===== src/verilog/fpg_supervisor_regs.vh =====
// Register codes, field positions, reset values and timing constants of the supervisor.
// Assumes a 100 MHz core clock and commands already decoded from the management bus.
`ifndef FPG_SUPERVISOR_REGS_VH
`define FPG_SUPERVISOR_REGS_VH

// ----------------------------------------------------------------
// Command codes
// ----------------------------------------------------------------
`define FPG_CMD_VOUT_COMMAND 8'h21
`define FPG_CMD_VOUT_SCALE_LOOP 8'h29
`define FPG_CMD_OV_RESPONSE 8'h41
`define FPG_CMD_OT_RESPONSE 8'h50
`define FPG_CMD_NEG_LIMIT 8'hd5
`define FPG_CMD_VALLEY_LIMIT 8'hd7
`define FPG_CMD_OUT_CTRL 8'he1
`define FPG_CMD_PROTECT_CFG 8'he2
`define FPG_CMD_FAULT_STATUS 8'he3

// ----------------------------------------------------------------
// Field positions
// ----------------------------------------------------------------
`define FPG_NEG_LIMIT_SEL_BIT 2
`define FPG_NEG_BLANK_SEL_BIT 3
`define FPG_RESP_LATCH_BIT 7
`define FPG_PROT_OC_LATCH_BIT 0
`define FPG_PROT_UV_LATCH_BIT 1
`define FPG_ST_OC 0
`define FPG_ST_UV 1
`define FPG_ST_OV 2
`define FPG_ST_OT 3
`define FPG_ST_LOCKOUT 4

// ----------------------------------------------------------------
// Reset values
// ----------------------------------------------------------------
`define FPG_RST_VOUT_MV 16'h0258
`define FPG_RST_SCALE 16'h8000
`define FPG_RST_OV_RESP 8'h80
`define FPG_RST_OT_RESP 8'h00
`define FPG_RST_NEG_LIMIT 8'h00
`define FPG_RST_VALLEY 8'h40
`define FPG_RST_OUT_CTRL 8'h00
`define FPG_RST_PROTECT 8'h00

// ----------------------------------------------------------------
// Reference default and limits in millivolts and scale fraction bits
// ----------------------------------------------------------------
`define FPG_VREF_DEF_MV 10'h258
`define FPG_VREF_MIN_MV 10'h1f4
`define FPG_VREF_MAX_MV 10'h2a0
`define FPG_SCALE_FRAC 15

// ----------------------------------------------------------------
// Timing
// ----------------------------------------------------------------
`define FPG_CLK_MHZ 100
`define FPG_OC_TRIP_CYCLES 5'h1f
`define FPG_SS_TIME_US 1000
`define FPG_HICCUP_TIME_US 2000
`define FPG_PG_STEP_US 1000
`define FPG_NEG_BLANK_SHORT_NS 100
`define FPG_NEG_BLANK_LONG_NS 200
`define FPG_NEG_BLANK_SHORT_CYC 5'h0a
`define FPG_NEG_BLANK_LONG_CYC 5'h14

`endif


===== src/verilog/fpg_sync.v =====
// Two-flip-flop synchronisers for a group of asynchronous inputs.
// Assumes each bit is an independent level from outside the clock domain.
`timescale 1ns/1ns
module fpg_sync #(
  parameter W = 1
) (
  input wire clock_i,
  input wire rst_i,
  input wire [W-1:0] async_i,
  output wire [W-1:0] sync_o
);

  reg [W-1:0] meta_q;
  reg [W-1:0] sync_q;

  genvar g;
  generate
    for (g = 0; g < W; g = g + 1) begin : g_bit
      always @(posedge clock_i or posedge rst_i) begin
        if (rst_i) begin
          meta_q[g] <= 1'b0;
          sync_q[g] <= 1'b0;
        end else begin
          meta_q[g] <= async_i[g];
          sync_q[g] <= meta_q[g];
        end
      end
    end
  endgenerate

  assign sync_o = sync_q;

endmodule


===== src/verilog/fpg_timer.v =====
// Loadable down-counter that gives a one-cycle done pulse at expiry.
// Assumes load_i is a one-cycle request from logic on the same clock.
`timescale 1ns/1ns
module fpg_timer (
  input wire clock_i,
  input wire rst_i,
  input wire load_i,
  input wire abort_i,
  input wire [23:0] count_i,
  output wire done_o
);

  reg [23:0] cnt_q;
  reg busy_q;
  reg done_q;

  always @(posedge clock_i or posedge rst_i) begin
    if (rst_i) begin
      cnt_q <= 24'h000000;
      busy_q <= 1'b0;
      done_q <= 1'b0;
    end else begin
      done_q <= 1'b0;
      if (abort_i) begin
        busy_q <= 1'b0;
      end else if (load_i) begin
        cnt_q <= count_i;
        busy_q <= 1'b1;
      end else if (busy_q) begin
        if (cnt_q <= 24'h000001) begin
          busy_q <= 1'b0;
          done_q <= 1'b1;
        end else begin
          cnt_q <= cnt_q - 24'h000001;
        end
      end
    end
  end

  assign done_o = done_q;

endmodule


===== src/verilog/fpg_supervisor.v =====
// Protection and power-good supervisor of a buck power module.
// Assumes comparator levels arrive asynchronously from the power stage and that decoded
// management commands arrive on the core clock.
`timescale 1ns/1ns
`include "fpg_supervisor_regs.vh"
module fpg_supervisor #(
  parameter SS_CYCLES = `FPG_SS_TIME_US * `FPG_CLK_MHZ,
  parameter HICCUP_CYCLES = `FPG_HICCUP_TIME_US * `FPG_CLK_MHZ,
  parameter PG_STEP_CYCLES = `FPG_PG_STEP_US * `FPG_CLK_MHZ
) (
  input wire clock_i,
  input wire rst_i,
  input wire sw_clk_i,
  input wire ls_on_i,
  input wire hs_on_i,
  input wire oc_cmp_i,
  input wire neg_cmp_i,
  input wire uv_cmp_i,
  input wire ov_cmp_i,
  input wire sink_cmp_i,
  input wire ot_cmp_i,
  input wire pg_on_cmp_i,
  input wire lockout_i,
  input wire enable_pin_i,
  input wire cmd_wr_i,
  input wire cmd_rd_i,
  input wire [7:0] cmd_code_i,
  input wire [15:0] cmd_data_i,
  output reg [15:0] rd_data_o,
  output reg rd_valid_o,
  output reg switching_en_o,
  output reg soft_start_o,
  output reg hs_allow_o,
  output reg ls_force_off_o,
  output reg output_sink_state_o,
  output reg neg_limit_sel_o,
  output reg [7:0] valley_limit_o,
  output reg [9:0] vref_mv_o,
  output reg power_ok_o,
  output reg power_ok_oe_o,
  output reg [4:0] fault_status_o
);

  // ----------------------------------------------------------------
  // States
  // ----------------------------------------------------------------
  localparam ST_OFF = 3'b000;
  localparam ST_SS = 3'b001;
  localparam ST_RUN = 3'b010;
  localparam ST_HICCUP = 3'b011;
  localparam ST_LATCH = 3'b100;

  // ----------------------------------------------------------------
  // Input synchronisation
  // ----------------------------------------------------------------
  wire [11:0] sync_w;
  fpg_sync #(.W(12)) u_sync (
    .clock_i(clock_i),
    .rst_i(rst_i),
    .async_i({enable_pin_i, lockout_i, pg_on_cmp_i, ot_cmp_i, sink_cmp_i, ov_cmp_i,
              uv_cmp_i, neg_cmp_i, oc_cmp_i, hs_on_i, ls_on_i, sw_clk_i}),
    .sync_o(sync_w)
  );
  wire sw_s = sync_w[0];
  wire ls_s = sync_w[1];
  wire hs_s = sync_w[2];
  wire oc_s = sync_w[3];
  wire neg_s = sync_w[4];
  wire uv_s = sync_w[5];
  wire ov_s = sync_w[6];
  wire sink_s = sync_w[7];
  wire ot_s = sync_w[8];
  wire pgon_s = sync_w[9];
  wire lock_s = sync_w[10];
  wire en_s = sync_w[11];

  reg sw_prev_q;
  reg ls_prev_q;
  reg hs_prev_q;
  wire sw_edge = sw_s & ~sw_prev_q;
  wire ls_edge = ls_s & ~ls_prev_q;
  wire hs_edge = hs_s & ~hs_prev_q;

  // ----------------------------------------------------------------
  // Configuration registers
  // ----------------------------------------------------------------
  reg [15:0] vout_mv_q;
  reg [15:0] scale_q;
  reg [7:0] ov_resp_q;
  reg [7:0] ot_resp_q;
  reg [7:0] neg_cfg_q;
  reg [7:0] valley_q;
  reg [7:0] out_ctrl_q;
  reg [7:0] protect_q;
  reg scale_seen_q;
  reg pmbus_ref_q;

  function wr_hit;
    input [7:0] code;
    begin
      wr_hit = cmd_wr_i && (cmd_code_i == code);
    end
  endfunction

  always @(posedge clock_i or posedge rst_i) begin
    if (rst_i) begin
      vout_mv_q <= `FPG_RST_VOUT_MV;
      scale_q <= `FPG_RST_SCALE;
      ov_resp_q <= `FPG_RST_OV_RESP;
      ot_resp_q <= `FPG_RST_OT_RESP;
      neg_cfg_q <= `FPG_RST_NEG_LIMIT;
      valley_q <= `FPG_RST_VALLEY;
      out_ctrl_q <= `FPG_RST_OUT_CTRL;
      protect_q <= `FPG_RST_PROTECT;
      scale_seen_q <= 1'b0;
      pmbus_ref_q <= 1'b0;
    end else begin
      if (wr_hit(`FPG_CMD_VOUT_SCALE_LOOP)) begin
        scale_q <= cmd_data_i;
        scale_seen_q <= 1'b1;
      end
      if (wr_hit(`FPG_CMD_VOUT_COMMAND)) begin
        vout_mv_q <= cmd_data_i;
        pmbus_ref_q <= scale_seen_q;
      end
      if (wr_hit(`FPG_CMD_OV_RESPONSE)) begin
        ov_resp_q <= cmd_data_i[7:0];
      end
      if (wr_hit(`FPG_CMD_OT_RESPONSE)) begin
        ot_resp_q <= cmd_data_i[7:0];
      end
      if (wr_hit(`FPG_CMD_NEG_LIMIT)) begin
        neg_cfg_q <= cmd_data_i[7:0];
      end
      if (wr_hit(`FPG_CMD_VALLEY_LIMIT)) begin
        valley_q <= cmd_data_i[7:0];
      end
      if (wr_hit(`FPG_CMD_OUT_CTRL)) begin
        out_ctrl_q <= cmd_data_i[7:0];
      end
      if (wr_hit(`FPG_CMD_PROTECT_CFG)) begin
        protect_q <= cmd_data_i[7:0];
      end
    end
  end

  // ----------------------------------------------------------------
  // Reference computation
  // ----------------------------------------------------------------
  wire [31:0] vref_prod = vout_mv_q * scale_q;
  wire [16:0] vref_raw = vref_prod[31:`FPG_SCALE_FRAC];
  reg [9:0] vref_d;
  always @* begin
    vref_d = `FPG_VREF_DEF_MV;
    if (pmbus_ref_q) begin
      if (vref_raw < {7'h00, `FPG_VREF_MIN_MV}) begin
        vref_d = `FPG_VREF_MIN_MV;
      end else if (vref_raw > {7'h00, `FPG_VREF_MAX_MV}) begin
        vref_d = `FPG_VREF_MAX_MV;
      end else begin
        vref_d = vref_raw[9:0];
      end
    end
  end

  // ----------------------------------------------------------------
  // Trip detection
  // ----------------------------------------------------------------
  reg [2:0] state_q;
  reg [2:0] state_d;
  reg oc_seen_q;
  reg cycle_oc_q;
  reg [4:0] oc_count_q;
  wire active = (state_q == ST_SS) || (state_q == ST_RUN);
  wire oc_now = ls_s & oc_s;
  wire oc_cycle_hit = cycle_oc_q | oc_now;
  wire oc_count_trip = sw_edge && oc_cycle_hit && (oc_count_q == `FPG_OC_TRIP_CYCLES - 5'h01);
  wire oc_uv_trip = uv_s && (oc_seen_q || oc_now) && (state_q == ST_RUN);
  wire oc_trip = active && (oc_count_trip || oc_uv_trip);
  wire uv_trip = uv_s && (state_q == ST_RUN) && !oc_uv_trip;
  wire ov_trip = active && ov_s;
  wire ot_trip = active && ot_s;
  wire any_trip = oc_trip | uv_trip | ov_trip | ot_trip;
  wire go_latch = (oc_trip & protect_q[`FPG_PROT_OC_LATCH_BIT]) |
                  (uv_trip & protect_q[`FPG_PROT_UV_LATCH_BIT]) |
                  (ov_trip & ov_resp_q[`FPG_RESP_LATCH_BIT]) |
                  (ot_trip & ot_resp_q[`FPG_RESP_LATCH_BIT]);

  always @(posedge clock_i or posedge rst_i) begin
    if (rst_i) begin
      sw_prev_q <= 1'b0;
      ls_prev_q <= 1'b0;
      hs_prev_q <= 1'b0;
      oc_seen_q <= 1'b0;
      cycle_oc_q <= 1'b0;
      oc_count_q <= 5'h00;
    end else begin
      sw_prev_q <= sw_s;
      ls_prev_q <= ls_s;
      hs_prev_q <= hs_s;
      if (oc_now) begin
        oc_seen_q <= 1'b1;
      end else if (ls_edge || !active) begin
        oc_seen_q <= 1'b0;
      end
      if (sw_edge) begin
        cycle_oc_q <= 1'b0;
      end else if (oc_now) begin
        cycle_oc_q <= 1'b1;
      end
      if (!active || oc_trip) begin
        oc_count_q <= 5'h00;
      end else if (sw_edge) begin
        oc_count_q <= oc_cycle_hit ? oc_count_q + 5'h01 : 5'h00;
      end
    end
  end

  // ----------------------------------------------------------------
  // Sequencing
  // ----------------------------------------------------------------
  reg ss_load;
  reg hic_load;
  wire ss_done;
  wire hic_done;
  always @* begin
    state_d = state_q;
    ss_load = 1'b0;
    hic_load = 1'b0;
    case (state_q)
      ST_OFF: begin
        if (en_s && !lock_s) begin
          state_d = ST_SS;
          ss_load = 1'b1;
        end
      end
      ST_SS, ST_RUN: begin
        if (any_trip) begin
          state_d = go_latch ? ST_LATCH : ST_HICCUP;
          hic_load = !go_latch;
        end else if (state_q == ST_SS && ss_done) begin
          state_d = ST_RUN;
        end
      end
      ST_HICCUP: begin
        if (hic_done) begin
          state_d = ST_SS;
          ss_load = 1'b1;
        end
      end
      ST_LATCH: begin
        state_d = ST_LATCH;
      end
      default: begin
        state_d = ST_OFF;
      end
    endcase
    if (!en_s || lock_s) begin
      state_d = ST_OFF;
      ss_load = 1'b0;
      hic_load = 1'b0;
    end
  end

  fpg_timer u_phase_timer (
    .clock_i(clock_i),
    .rst_i(rst_i),
    .load_i(ss_load | hic_load),
    .abort_i(state_d == ST_OFF),
    .count_i(ss_load ? SS_CYCLES[23:0] : HICCUP_CYCLES[23:0]),
    .done_o(ss_done)
  );
  assign hic_done = ss_done;

  // ----------------------------------------------------------------
  // Power-ok delay
  // ----------------------------------------------------------------
  reg pg_latch_q;
  reg pg_wait_q;
  wire pg_done;
  wire pg_start = (state_q == ST_RUN) && pgon_s && !pg_wait_q && !power_ok_o && !pg_latch_q;
  wire [25:0] pg_delay = PG_STEP_CYCLES[23:0] * ({1'b0, out_ctrl_q[1:0]} + 3'h1);

  fpg_timer u_pg_timer (
    .clock_i(clock_i),
    .rst_i(rst_i),
    .load_i(pg_start),
    .abort_i(pg_latch_q),
    .count_i(pg_delay[23:0]),
    .done_o(pg_done)
  );

  // ----------------------------------------------------------------
  // Outputs, status and read-back
  // ----------------------------------------------------------------
  reg [4:0] neg_cnt_q;
  wire [4:0] neg_blank = neg_cfg_q[`FPG_NEG_BLANK_SEL_BIT] ?
                         `FPG_NEG_BLANK_LONG_CYC : `FPG_NEG_BLANK_SHORT_CYC;
  wire [4:0] fault_set = {lock_s, ot_trip, ov_trip, uv_trip, oc_trip};
  wire st_clear = wr_hit(`FPG_CMD_FAULT_STATUS);

  always @(posedge clock_i or posedge rst_i) begin
    if (rst_i) begin
      state_q <= ST_OFF;
      switching_en_o <= 1'b0;
      soft_start_o <= 1'b0;
      hs_allow_o <= 1'b0;
      ls_force_off_o <= 1'b0;
      output_sink_state_o <= 1'b0;
      neg_limit_sel_o <= 1'b0;
      valley_limit_o <= `FPG_RST_VALLEY;
      vref_mv_o <= `FPG_VREF_DEF_MV;
      power_ok_o <= 1'b0;
      power_ok_oe_o <= 1'b1;
      pg_latch_q <= 1'b0;
      pg_wait_q <= 1'b0;
      neg_cnt_q <= 5'h00;
      fault_status_o <= 5'h00;
      rd_data_o <= 16'h0000;
      rd_valid_o <= 1'b0;
    end else begin
      state_q <= state_d;
      switching_en_o <= (state_d == ST_SS) || (state_d == ST_RUN);
      soft_start_o <= (state_d == ST_SS);
      hs_allow_o <= ((state_d == ST_SS) || (state_d == ST_RUN)) && !oc_now &&
                    !(oc_seen_q && !ls_edge);
      if (neg_s && ls_s && active) begin
        neg_cnt_q <= neg_blank;
        ls_force_off_o <= 1'b1;
      end else if (neg_cnt_q != 5'h00) begin
        neg_cnt_q <= neg_cnt_q - 5'h01;
        ls_force_off_o <= (neg_cnt_q != 5'h01);
      end else begin
        ls_force_off_o <= 1'b0;
      end
      neg_limit_sel_o <= neg_cfg_q[`FPG_NEG_LIMIT_SEL_BIT];
      valley_limit_o <= valley_q;
      vref_mv_o <= vref_d;
      if (hs_edge || !active) begin
        output_sink_state_o <= 1'b0;
      end else if (sink_s && !ov_s) begin
        output_sink_state_o <= 1'b1;
      end
      if (any_trip || lock_s) begin
        pg_latch_q <= 1'b1;
      end else if (ss_load) begin
        pg_latch_q <= 1'b0;
      end
      if (pg_start) begin
        pg_wait_q <= 1'b1;
      end else if (pg_done || pg_latch_q || state_q != ST_RUN) begin
        pg_wait_q <= 1'b0;
      end
      if (any_trip || lock_s || pg_latch_q || state_q != ST_RUN) begin
        power_ok_o <= 1'b0;
        power_ok_oe_o <= 1'b1;
      end else if (pg_done && pg_wait_q) begin
        power_ok_o <= 1'b1;
        power_ok_oe_o <= 1'b0;
      end
      fault_status_o <= fault_set | (fault_status_o & ~(st_clear ? cmd_data_i[4:0] : 5'h00));
      rd_valid_o <= cmd_rd_i;
      if (cmd_rd_i) begin
        case (cmd_code_i)
          `FPG_CMD_VOUT_COMMAND: rd_data_o <= vout_mv_q;
          `FPG_CMD_VOUT_SCALE_LOOP: rd_data_o <= scale_q;
          `FPG_CMD_OV_RESPONSE: rd_data_o <= {8'h00, ov_resp_q};
          `FPG_CMD_OT_RESPONSE: rd_data_o <= {8'h00, ot_resp_q};
          `FPG_CMD_NEG_LIMIT: rd_data_o <= {8'h00, neg_cfg_q};
          `FPG_CMD_VALLEY_LIMIT: rd_data_o <= {8'h00, valley_q};
          `FPG_CMD_OUT_CTRL: rd_data_o <= {8'h00, out_ctrl_q};
          `FPG_CMD_PROTECT_CFG: rd_data_o <= {8'h00, protect_q};
          `FPG_CMD_FAULT_STATUS: rd_data_o <= {11'h000, fault_status_o};
          default: rd_data_o <= 16'h0000;
        endcase
      end
    end
  end

endmodule


===== config.mk =====
export PLATFORM = sky130hd
export DESIGN_NAME = fpg_supervisor
export DESIGN_NICKNAME = d
export VERILOG_FILES = /design/src/verilog/fpg_sync.v /design/src/verilog/fpg_timer.v /design/src/verilog/fpg_supervisor.v
export VERILOG_INCLUDE_DIRS = /design/src /design/src/verilog
export SDC_FILE = /design/constraint.sdc
export NUM_CORES = 1
export LEC_CHECK = 0
export BUFFER_PORTS_ARGS = -buffer_cell sky130_fd_sc_hd__buf_2
export CORE_AREA = 2 2 184 186
export DETAILED_ROUTE_END_ITERATION = 8
export DIE_AREA = 0 0 186 188
export GPL_ROUTABILITY_DRIVEN = 0
export PLACE_DENSITY = 0.77
export SYNTH_ARGS = -nofsm -noshare
export SYNTH_HDL_FRONTEND = slang
export SYNTH_SLANG_ARGS = --single-unit

===== constraint.sdc =====
create_clock -name clock_i -period 7.3 [get_ports clock_i]
set_input_delay 1.095 -clock clock_i [delete_from_list [all_inputs] [get_ports clock_i]]
set_output_delay 1.095 -clock clock_i [all_outputs]
set_load 0.05 [all_outputs]

==> summary.txt, run 1 <==
Timing
  • Final TNS setup: 0 ns
  • Max-slew violations: 0
  • Setup Skew: 0.0190 ns
  • Max-Slew Margin vs Limit: 0.345
  • Endpoints failing setup: 0
  • Highest Clock Rate: 0.142 GHz
  • Least-Margin Pin Slew: 0.983 ns
  • Post-layout min period: 7.02 ns
  • Hold Fails Final Rpt: 0
  • RSZ-0062 raised after global routing: false
  • Final Cycle Share: 0.961

Global route
  • Grt total ovfl: 0
  • Number of global-route vias before repair: 14,100
  • Pin count of the biggest net entering global routing: 135
  • Initial antenna violation count: 1
  • Global-route wire length before repair: 73.2 mm
  • Most used routing layer in global routing: met2
  • Total track usage: 0.262
  • GR Util met3: 0.0433
  • Met2 usage: 0.427
  • Grt met1 use: 0.373

Placement
  • Final HPWL from detailed placement: 33.4 mm
  • Placed cell count: 2,349
  • IO buf count: 87

CTS
  • Clk slew on worst S/H paths: 0.07 ns
  • CTS root buffer: clkbuf_16
  • TritonCTS clock tree: built
  • CTS Buffer Depth: 3
  • Cts hold-fix bufs: 0
  • TritonCTS Sinks: 226
  • CTS H-tree depth: 1
  • Worst-Skew Late Latency: 0.54 ns
  • TritonCTS buffer count: 24

Floorplanning
  • Initial Utilization: 0.564
  • # IOs: 88
  • Die Y: 188 um
  • Die footprint: 35,000 um^2
  • # rows: 67
  • Core Region: 33,100 um^2
  • Die width: 186 um

Synth
  • Yosys warnings: 0
  • Synthesized area: 18,700 um^2
  • Syn_nets: 2,219
  • Mean Syn Cell Area: 9.99 um^2
  • Async set-or-reset flop fraction in the synthesized netlist: 1.00
  • Ys flop type: dfrtp_1
  • Mux cell area share after synthesis: 0.0639
  • Post-synth top area cell: dfrtp_1
  • Number of library cell types mapped by synthesis: 96
  • Sequential-to-total area share from yosys stat: 0.304
  • Synth top area share: 0.286
  • Adder-Cell Fraction of Synth Area: 0.286
  • EDFF count, synth: 0
  • Main combinational cell family by area after synthesis: adder cells
  • Complex-gate fraction of the synthesized area: 0.0842
  • Simple-gate share of the synthesized area: 0.165
  • Synth area leaders: dfrtp_1, fa_1, ha_1, inv_1, mux2_2
  • Synth Instances: 1,868
  • Post-synthesis xor/xnor area fraction: 0.0267
  • Register bit total from synthesis: 226

Worst setup path
  • Startpoint Class: flip-flop
  • Worst setup EP type: flip-flop
  • Reg2reg path depth: 22
  • Kind of critical path: flip-flop to flip-flop
  • Crit path DAT: 7.42 ns
  • Crit Path Max Fanout: 18
  • Worst Path Required: 7.70 ns

Power
  • Worst VDD drop: 0.000263 V
  • PD cells: 156 nW/um^2
  • Leak: 10.0 nW

Drt
  • Final WL: 43.9 mm
  • Via count: 13,600
  • Number of routed nets with antenna violations: 0
  • Residual DRC: 0
  • Vias per cell: 5.70
  • 1st-pass router iterations: 8
  • Starting DRT DRC Count: 1,123
  • WL per Instance: 18.3 um

Layout
  • P&R area growth vs syn: 8.93%
  • Proportion of layout cells with a drive suffix above 1: 0.154
  • Commonest non-fill, non-tap cell in the layout: inv_1
  • Most frequent cells in the layout: inv_1, nand2_1, dfrtp_1, fa_1, and2_1
  • Nets: 2,278
  • Non-Filler Instances: 2,394

Flow run
  • MaxCap Viol Count: 0

Min path
  • Worst Hold Class: flip-flop to flip-flop
  • Hold path cells: 0

Status
  • Status: finished, final reports clean
-- synthesized netlist by cell type (all sizes together) (5+ instances only) --
| library cell | n |
|---|---|
| a211oi | 7 |
| a21o | 12 |
| a21oi | 74 |
| a221oi | 5 |
| a222oi | 7 |
| a31oi | 8 |
| and2 | 130 |
| and3 | 11 |
| buf | 13 |
| clkbuf | 59 |
| dfrtp | 213 |
| dfstp | 13 |
| fa | 193 |
| ha | 118 |
| inv | 270 |
| mux2 | 90 |
| mux2i | 18 |
| nand2 | 222 |
| nand2b | 17 |
| nand3 | 16 |
| nand3b | 5 |
| nand4 | 16 |
| nor2 | 80 |
| nor2b | 6 |
| nor3 | 29 |
| nor3b | 5 |
| nor4 | 15 |
| o211ai | 8 |
| o21a | 5 |
| o21ai | 44 |
| o22ai | 23 |
| or2 | 5 |
| or3 | 14 |
| or4 | 9 |
| xnor2 | 31 |
| xor2 | 25 |
-- kinds of logic after synthesis --
logic type               count (synthesis)
AND/OR/NAND/NOR                        592
buffers and inverters                  342
adder cells (fa/ha/maj)                311
AO/OA/AOI/OAI                          233
flip-flops                             226
multiplexers                           108
XOR/XNOR                                56
-- where the power goes --
group | switching, mW | internal [mW] | leakage (nW)
registers | 0.110 | 1.35 | 2.93
logic | 0.303 | 0.174 | 6.69
clock network | 0.518 | 0.724 | 0.387
total | 0.932 | 2.25 | 10.0
-- timing repair --
action,CTS,global route
gates resized for setup,0,7
setup endpoints to repair,0,6
buffers inserted,0,0
hold endpoints to repair,0,0
-- through the flow --
stage          hold WS (ns)  area (um^2)  total power [mW]   util  worst slack, ns
6_report              0.334        20300              3.18  0.614            0.282
5_1_grt               0.333        20300              3.33  0.614        0.0000284
4_1_cts               0.337        20300              3.20  0.614            0.286
3_5_place_dp          0.336        19500              1.95  0.589            0.310
3_3_place_gp          0.332        19500              1.93  0.589            0.484
2_1_floorplan         0.331        18700              1.80      -           0.0353
-- layout make-up --
class	count	area (um^2)
Fill cell	2646	12800
Multi-Input combinational cell	1300	11700
Sequential cell	226	5680
Inverter	270	1020
Clock buffer	33	674
Timing Repair Buffer	105	571
Tap cell	448	561
Clock inverter	11	135
Antenna cell	1	2.50
-- path summary, 6_finish.rpt --
path                                        from                to  slack, ns
worst min register to register  u_sync.meta_q[7]  u_sync.sync_o[7]       0.33
worst max-delay path                  scale_q[7]      vref_mv_o[5]       0.28
max in group asynchronous                  rst_i      vout_mv_q[7]       5.30
worst max register to register        scale_q[7]      vref_mv_o[5]       0.28
min in group asynchronous                  rst_i      vref_mv_o[8]       0.70
worst min-delay path            u_sync.meta_q[7]  u_sync.sync_o[7]       0.33
-- state kept, by name (all words and copies together) (netlist names), 3 cells and up --
| name | count |
|---|---|
| fault_status_o | 5 |
| neg_cfg_q | 8 |
| neg_cnt_q | 5 |
| oc_count_q | 5 |
| ot_resp_q | 8 |
| out_ctrl_q | 8 |
| ov_resp_q | 8 |
| protect_q | 8 |
| rd_data_o | 16 |
| scale_q | 16 |
| state_q | 3 |
| u_pg_timer.cnt_q | 24 |
| u_phase_timer.cnt_q | 24 |
| u_sync.meta_q | 12 |
| u_sync.sync_o | 12 |
| valley_limit_o | 8 |
| valley_q | 8 |
| vout_mv_q | 16 |
| vref_mv_o | 10 |
-- worst max-delay path, stage by stage (launching register included) --
cell,delay (ns)
dfrtp_1,0.75
nand2_1,0.15
fa_1,0.52
inv_1,0.05
fa_1,0.49
inv_1,0.05
fa_1,0.51
inv_1,0.07
fa_1,0.50
fa_1,0.55
inv_1,0.05
fa_1,0.52
inv_1,0.04
ha_1,0.39
a211oi_1,0.32
o21ai_1,0.14
a311oi_1,0.41
a21boi_2,0.13
a21oi_1,0.28
nor3_1,0.10
a221oi_2,0.37
nand4_4,0.22
o31a_1,0.29
-- routing by layer --
metal | share of wire | vias to the layer above
met1 | 0.43 | 6776
met5 | 0 | -
li1 | - | 6232
met2 | 0.47 | 582
met4 | 0.017 | 0
met3 | 0.076 | 59
No activity file was read; power rests on OpenSTA's default activity.
==> inputs of run 2 (changes only) <==
==> constraint.sdc (replaced) <==
create_clock -name clock_i -period 7.3 [get_ports clock_i]
set_input_delay 0 -clock clock_i [delete_from_list [all_inputs] [get_ports clock_i]]
set_output_delay 0 -clock clock_i [all_outputs]
set_load 0.05 [all_outputs]
==> run 2 against run 1 <==
- power up 1.7%
- cell area up 1.7%
- global-route usage up 0.30 points
- clock skew down 0.0051 ns
- count of clock-buffer cells in the layout down 1
- clock power up 3%
- maximum frequency up 1.6%
- largest cell class unchanged
- critical path type unchanged
- die area unchanged
==> summary.txt, run 2 (synthesis results as in run 1) <==
Placement
  • Final HPWL from detailed placement: 33.9 mm (+1.3%)
  • IO buf count: 87 (unchanged)
  • Worst slack, placed: 0.237 ns (-0.0725 ns)
  • Placed cell count: 2,349 (unchanged)

Floorplanning
  • # IOs: 88 (unchanged)
  • Die Y: 188 um (unchanged)
  • Die footprint: 35,000 um^2 (unchanged)
  • Die width: 186 um (unchanged)
  • Initial Utilization: 0.564 (unchanged)
  • Core Region: 33,100 um^2 (unchanged)
  • # rows: 67 (unchanged)

Layout
  • Commonest non-fill, non-tap cell in the layout: inv_1
  • Non-Filler Instances: 2,425 (+1.3%)
  • Fillers: 2,582 (-2.4%)
  • P&R area growth vs syn: 10.8%
  • FF/Latch Area: 5690 um^2 (about the same)
  • Most frequent cells in the layout: inv_1, nand2_1, dfrtp_1, fa_1, and2_1
  • Proportion of layout cells with a drive suffix above 1: 0.154 (+0.000703)
  • Area occupied by multi-input gates: 11,700 um^2 (about the same)
  • Top Registers: u_pg_timer.cnt_q x24, u_phase_timer.cnt_q x24
  • Nets: 2,308 (+1.3%)

Worst setup path
  • Reg2reg path depth: 22 (unchanged)
  • Worst setup EP type: flip-flop
  • Kind of critical path: flip-flop to flip-flop
  • Crit path DAT: 7.31 ns (-0.11 ns)
  • Startpoint Class: flip-flop
  • Crit Path Max Fanout: 18 (unchanged)
  • Worst Path Required: 7.71 ns (about the same)

Drt
  • Number of routed nets with antenna violations: 0 (unchanged)
  • Via count: 13,800 (+1.2%)
  • 1st-pass router iterations: 8 (unchanged)
  • Final WL: 44.7 mm (+1.8%)
  • Vias per cell: 5.70 (about the same)
  • Residual DRC: 0 (unchanged)
  • Starting DRT DRC Count: 1,162 (+3.5%)
  • WL per Instance: 18.4 um (+0.50%)

Timing
  • Final TNS setup: 0 ns (unchanged)
  • Highest Clock Rate: 0.145 GHz (+1.6%)
  • Least-Margin Pin Slew: 1.02 ns (+0.0368 ns)
  • Max-slew violations: 0 (unchanged)
  • Endpoints failing setup: 0 (unchanged)
  • Worst Setup Slack, final: 0.395 ns (+0.113 ns)
  • Final Cycle Share: 0.946 (-0.0155)
  • Hold Slack: 0.0311 ns (-0.303 ns)
  • Setup Skew: 0.0139 ns (-0.00511 ns)
  • Max-Slew Margin vs Limit: 0.320 (-0.0245)
  • RSZ-0062 raised after global routing: false
  • Hold Fails Final Rpt: 0 (unchanged)
  • Post-layout min period: 6.91 ns (-0.113 ns)

Min path
  • Hold path cells: 5 (+5)
  • Worst Hold Class: input port to flip-flop

Power
  • Total Power: 3.24 mW (+1.7%)
  • PD cells: 156 nW/um^2 (about the same)
  • Leak: 10.2 nW (+1.5%)
  • Worst VDD drop: 0.000231 V (-12%)

CTS
  • TritonCTS Sinks: 226 (unchanged)
  • CTS Buffer Depth: 3 (unchanged)
  • Worst-Skew Late Latency: 0.53 ns (about the same)
  • Clk slew on worst S/H paths: 0.07 ns (about the same)
  • CTS root buffer: clkbuf_16
  • TritonCTS buffer count: 24 (unchanged)
  • TritonCTS clock tree: built
  • Setup Fix Bufs, Post-CTS: 0 (unchanged)
  • CTS H-tree depth: 1 (unchanged)

Status
  • Status: finished, final reports clean

Flow run
  • MaxCap Viol Count: 0 (unchanged)

Global route
  • Grt total ovfl: 0 (unchanged)
  • Total track usage: 0.265 (+0.00297)
  • Global-route wire length before repair: 73.8 mm (+0.86%)
  • Number of global-route vias before repair: 14,500 (+2.4%)
  • Pin count of the biggest net entering global routing: 102 (-24%)
  • Initial antenna violation count: 1 (unchanged)
==> run 2: changes by cell type in the layout (fill, tap and decap cells not counted), sizes merged <==
cell,delta
bufinv,+1
clkbuf,-1
clkinv,+4
clkinvlp,-2
diode,+1
dlygate4sd3,+30
inv,-2
==> run 2: metal layers <==
| metal | global-route usage | part of all wire |
|---|---|---|
| met5 | 0 | 0 |
| met2 | 0.430 | 0.48 |
| met3 | 0.0542 | 0.081 |
| met4 | 0.0809 | 0.027 |
| met1 | 0.360 | 0.42 |
==> run 2: worst paths after layout <==
check / startpoint / endpoint / slack, ns
worst min register to register: u_sync.meta_q[7] / u_sync.sync_o[7] / 0.35
max in group asynchronous: rst_i / scale_q[9] / 5.57
min in group asynchronous: rst_i / vref_mv_o[8] / 0.12
worst max register to register: vout_mv_q[6] / vref_mv_o[5] / 0.39
worst min-delay path: cmd_wr_i / fault_status_o[4] / 0.03
worst max-delay path: vout_mv_q[6] / vref_mv_o[5] / 0.39
==> run 2: critical path: stages, from the launching register on <==
cell      delay, ns
dfstp_4        0.75
nand2_1        0.11
fa_1           0.53
inv_1          0.07
fa_1           0.51
inv_1          0.05
fa_1           0.49
inv_1          0.06
fa_1           0.50
fa_1           0.54
inv_1          0.05
fa_1           0.52
inv_1          0.04
ha_1           0.39
a211oi_1       0.36
o211ai_1       0.15
a31o_2         0.26
a21boi_2       0.17
a21oi_1        0.28
nor3_1         0.09
a221oi_2       0.36
nand4_4        0.21
o31a_1         0.28
==> run 2: cell type report <==
type                       count  area share
antenna                        2    0.000242
tap                          448      0.0271
timing repair buffer         135      0.0421
clock buffer                  32      0.0329
clock inverter                12     0.00756
inverter                     270      0.0494
sequential                   226       0.275
multi-input combinational   1300       0.566
==> run 2: stage by stage <==
step | cell area (um^2) | util
2_1_floorplan | 18700 | -
4_1_cts | 20600 | 0.624
3_3_place_gp | 19500 | 0.589
6_report | 20700 | 0.624
5_1_grt | 20700 | 0.624
3_5_place_dp | 19500 | 0.589
==> run 2: power by group <==
part           switching, mW  leakage (nW)  internal (mW)
logic                  0.308          6.82          0.185
clock network          0.515         0.412          0.764
registers              0.111          2.92           1.35
total                  0.934          10.2           2.30
==> run 2: timing repair <==
item	CTS	global route
hold endpoints to repair	204	0
gates resized for setup	0	11
hold buffers	30	0
setup endpoints to repair	0	7
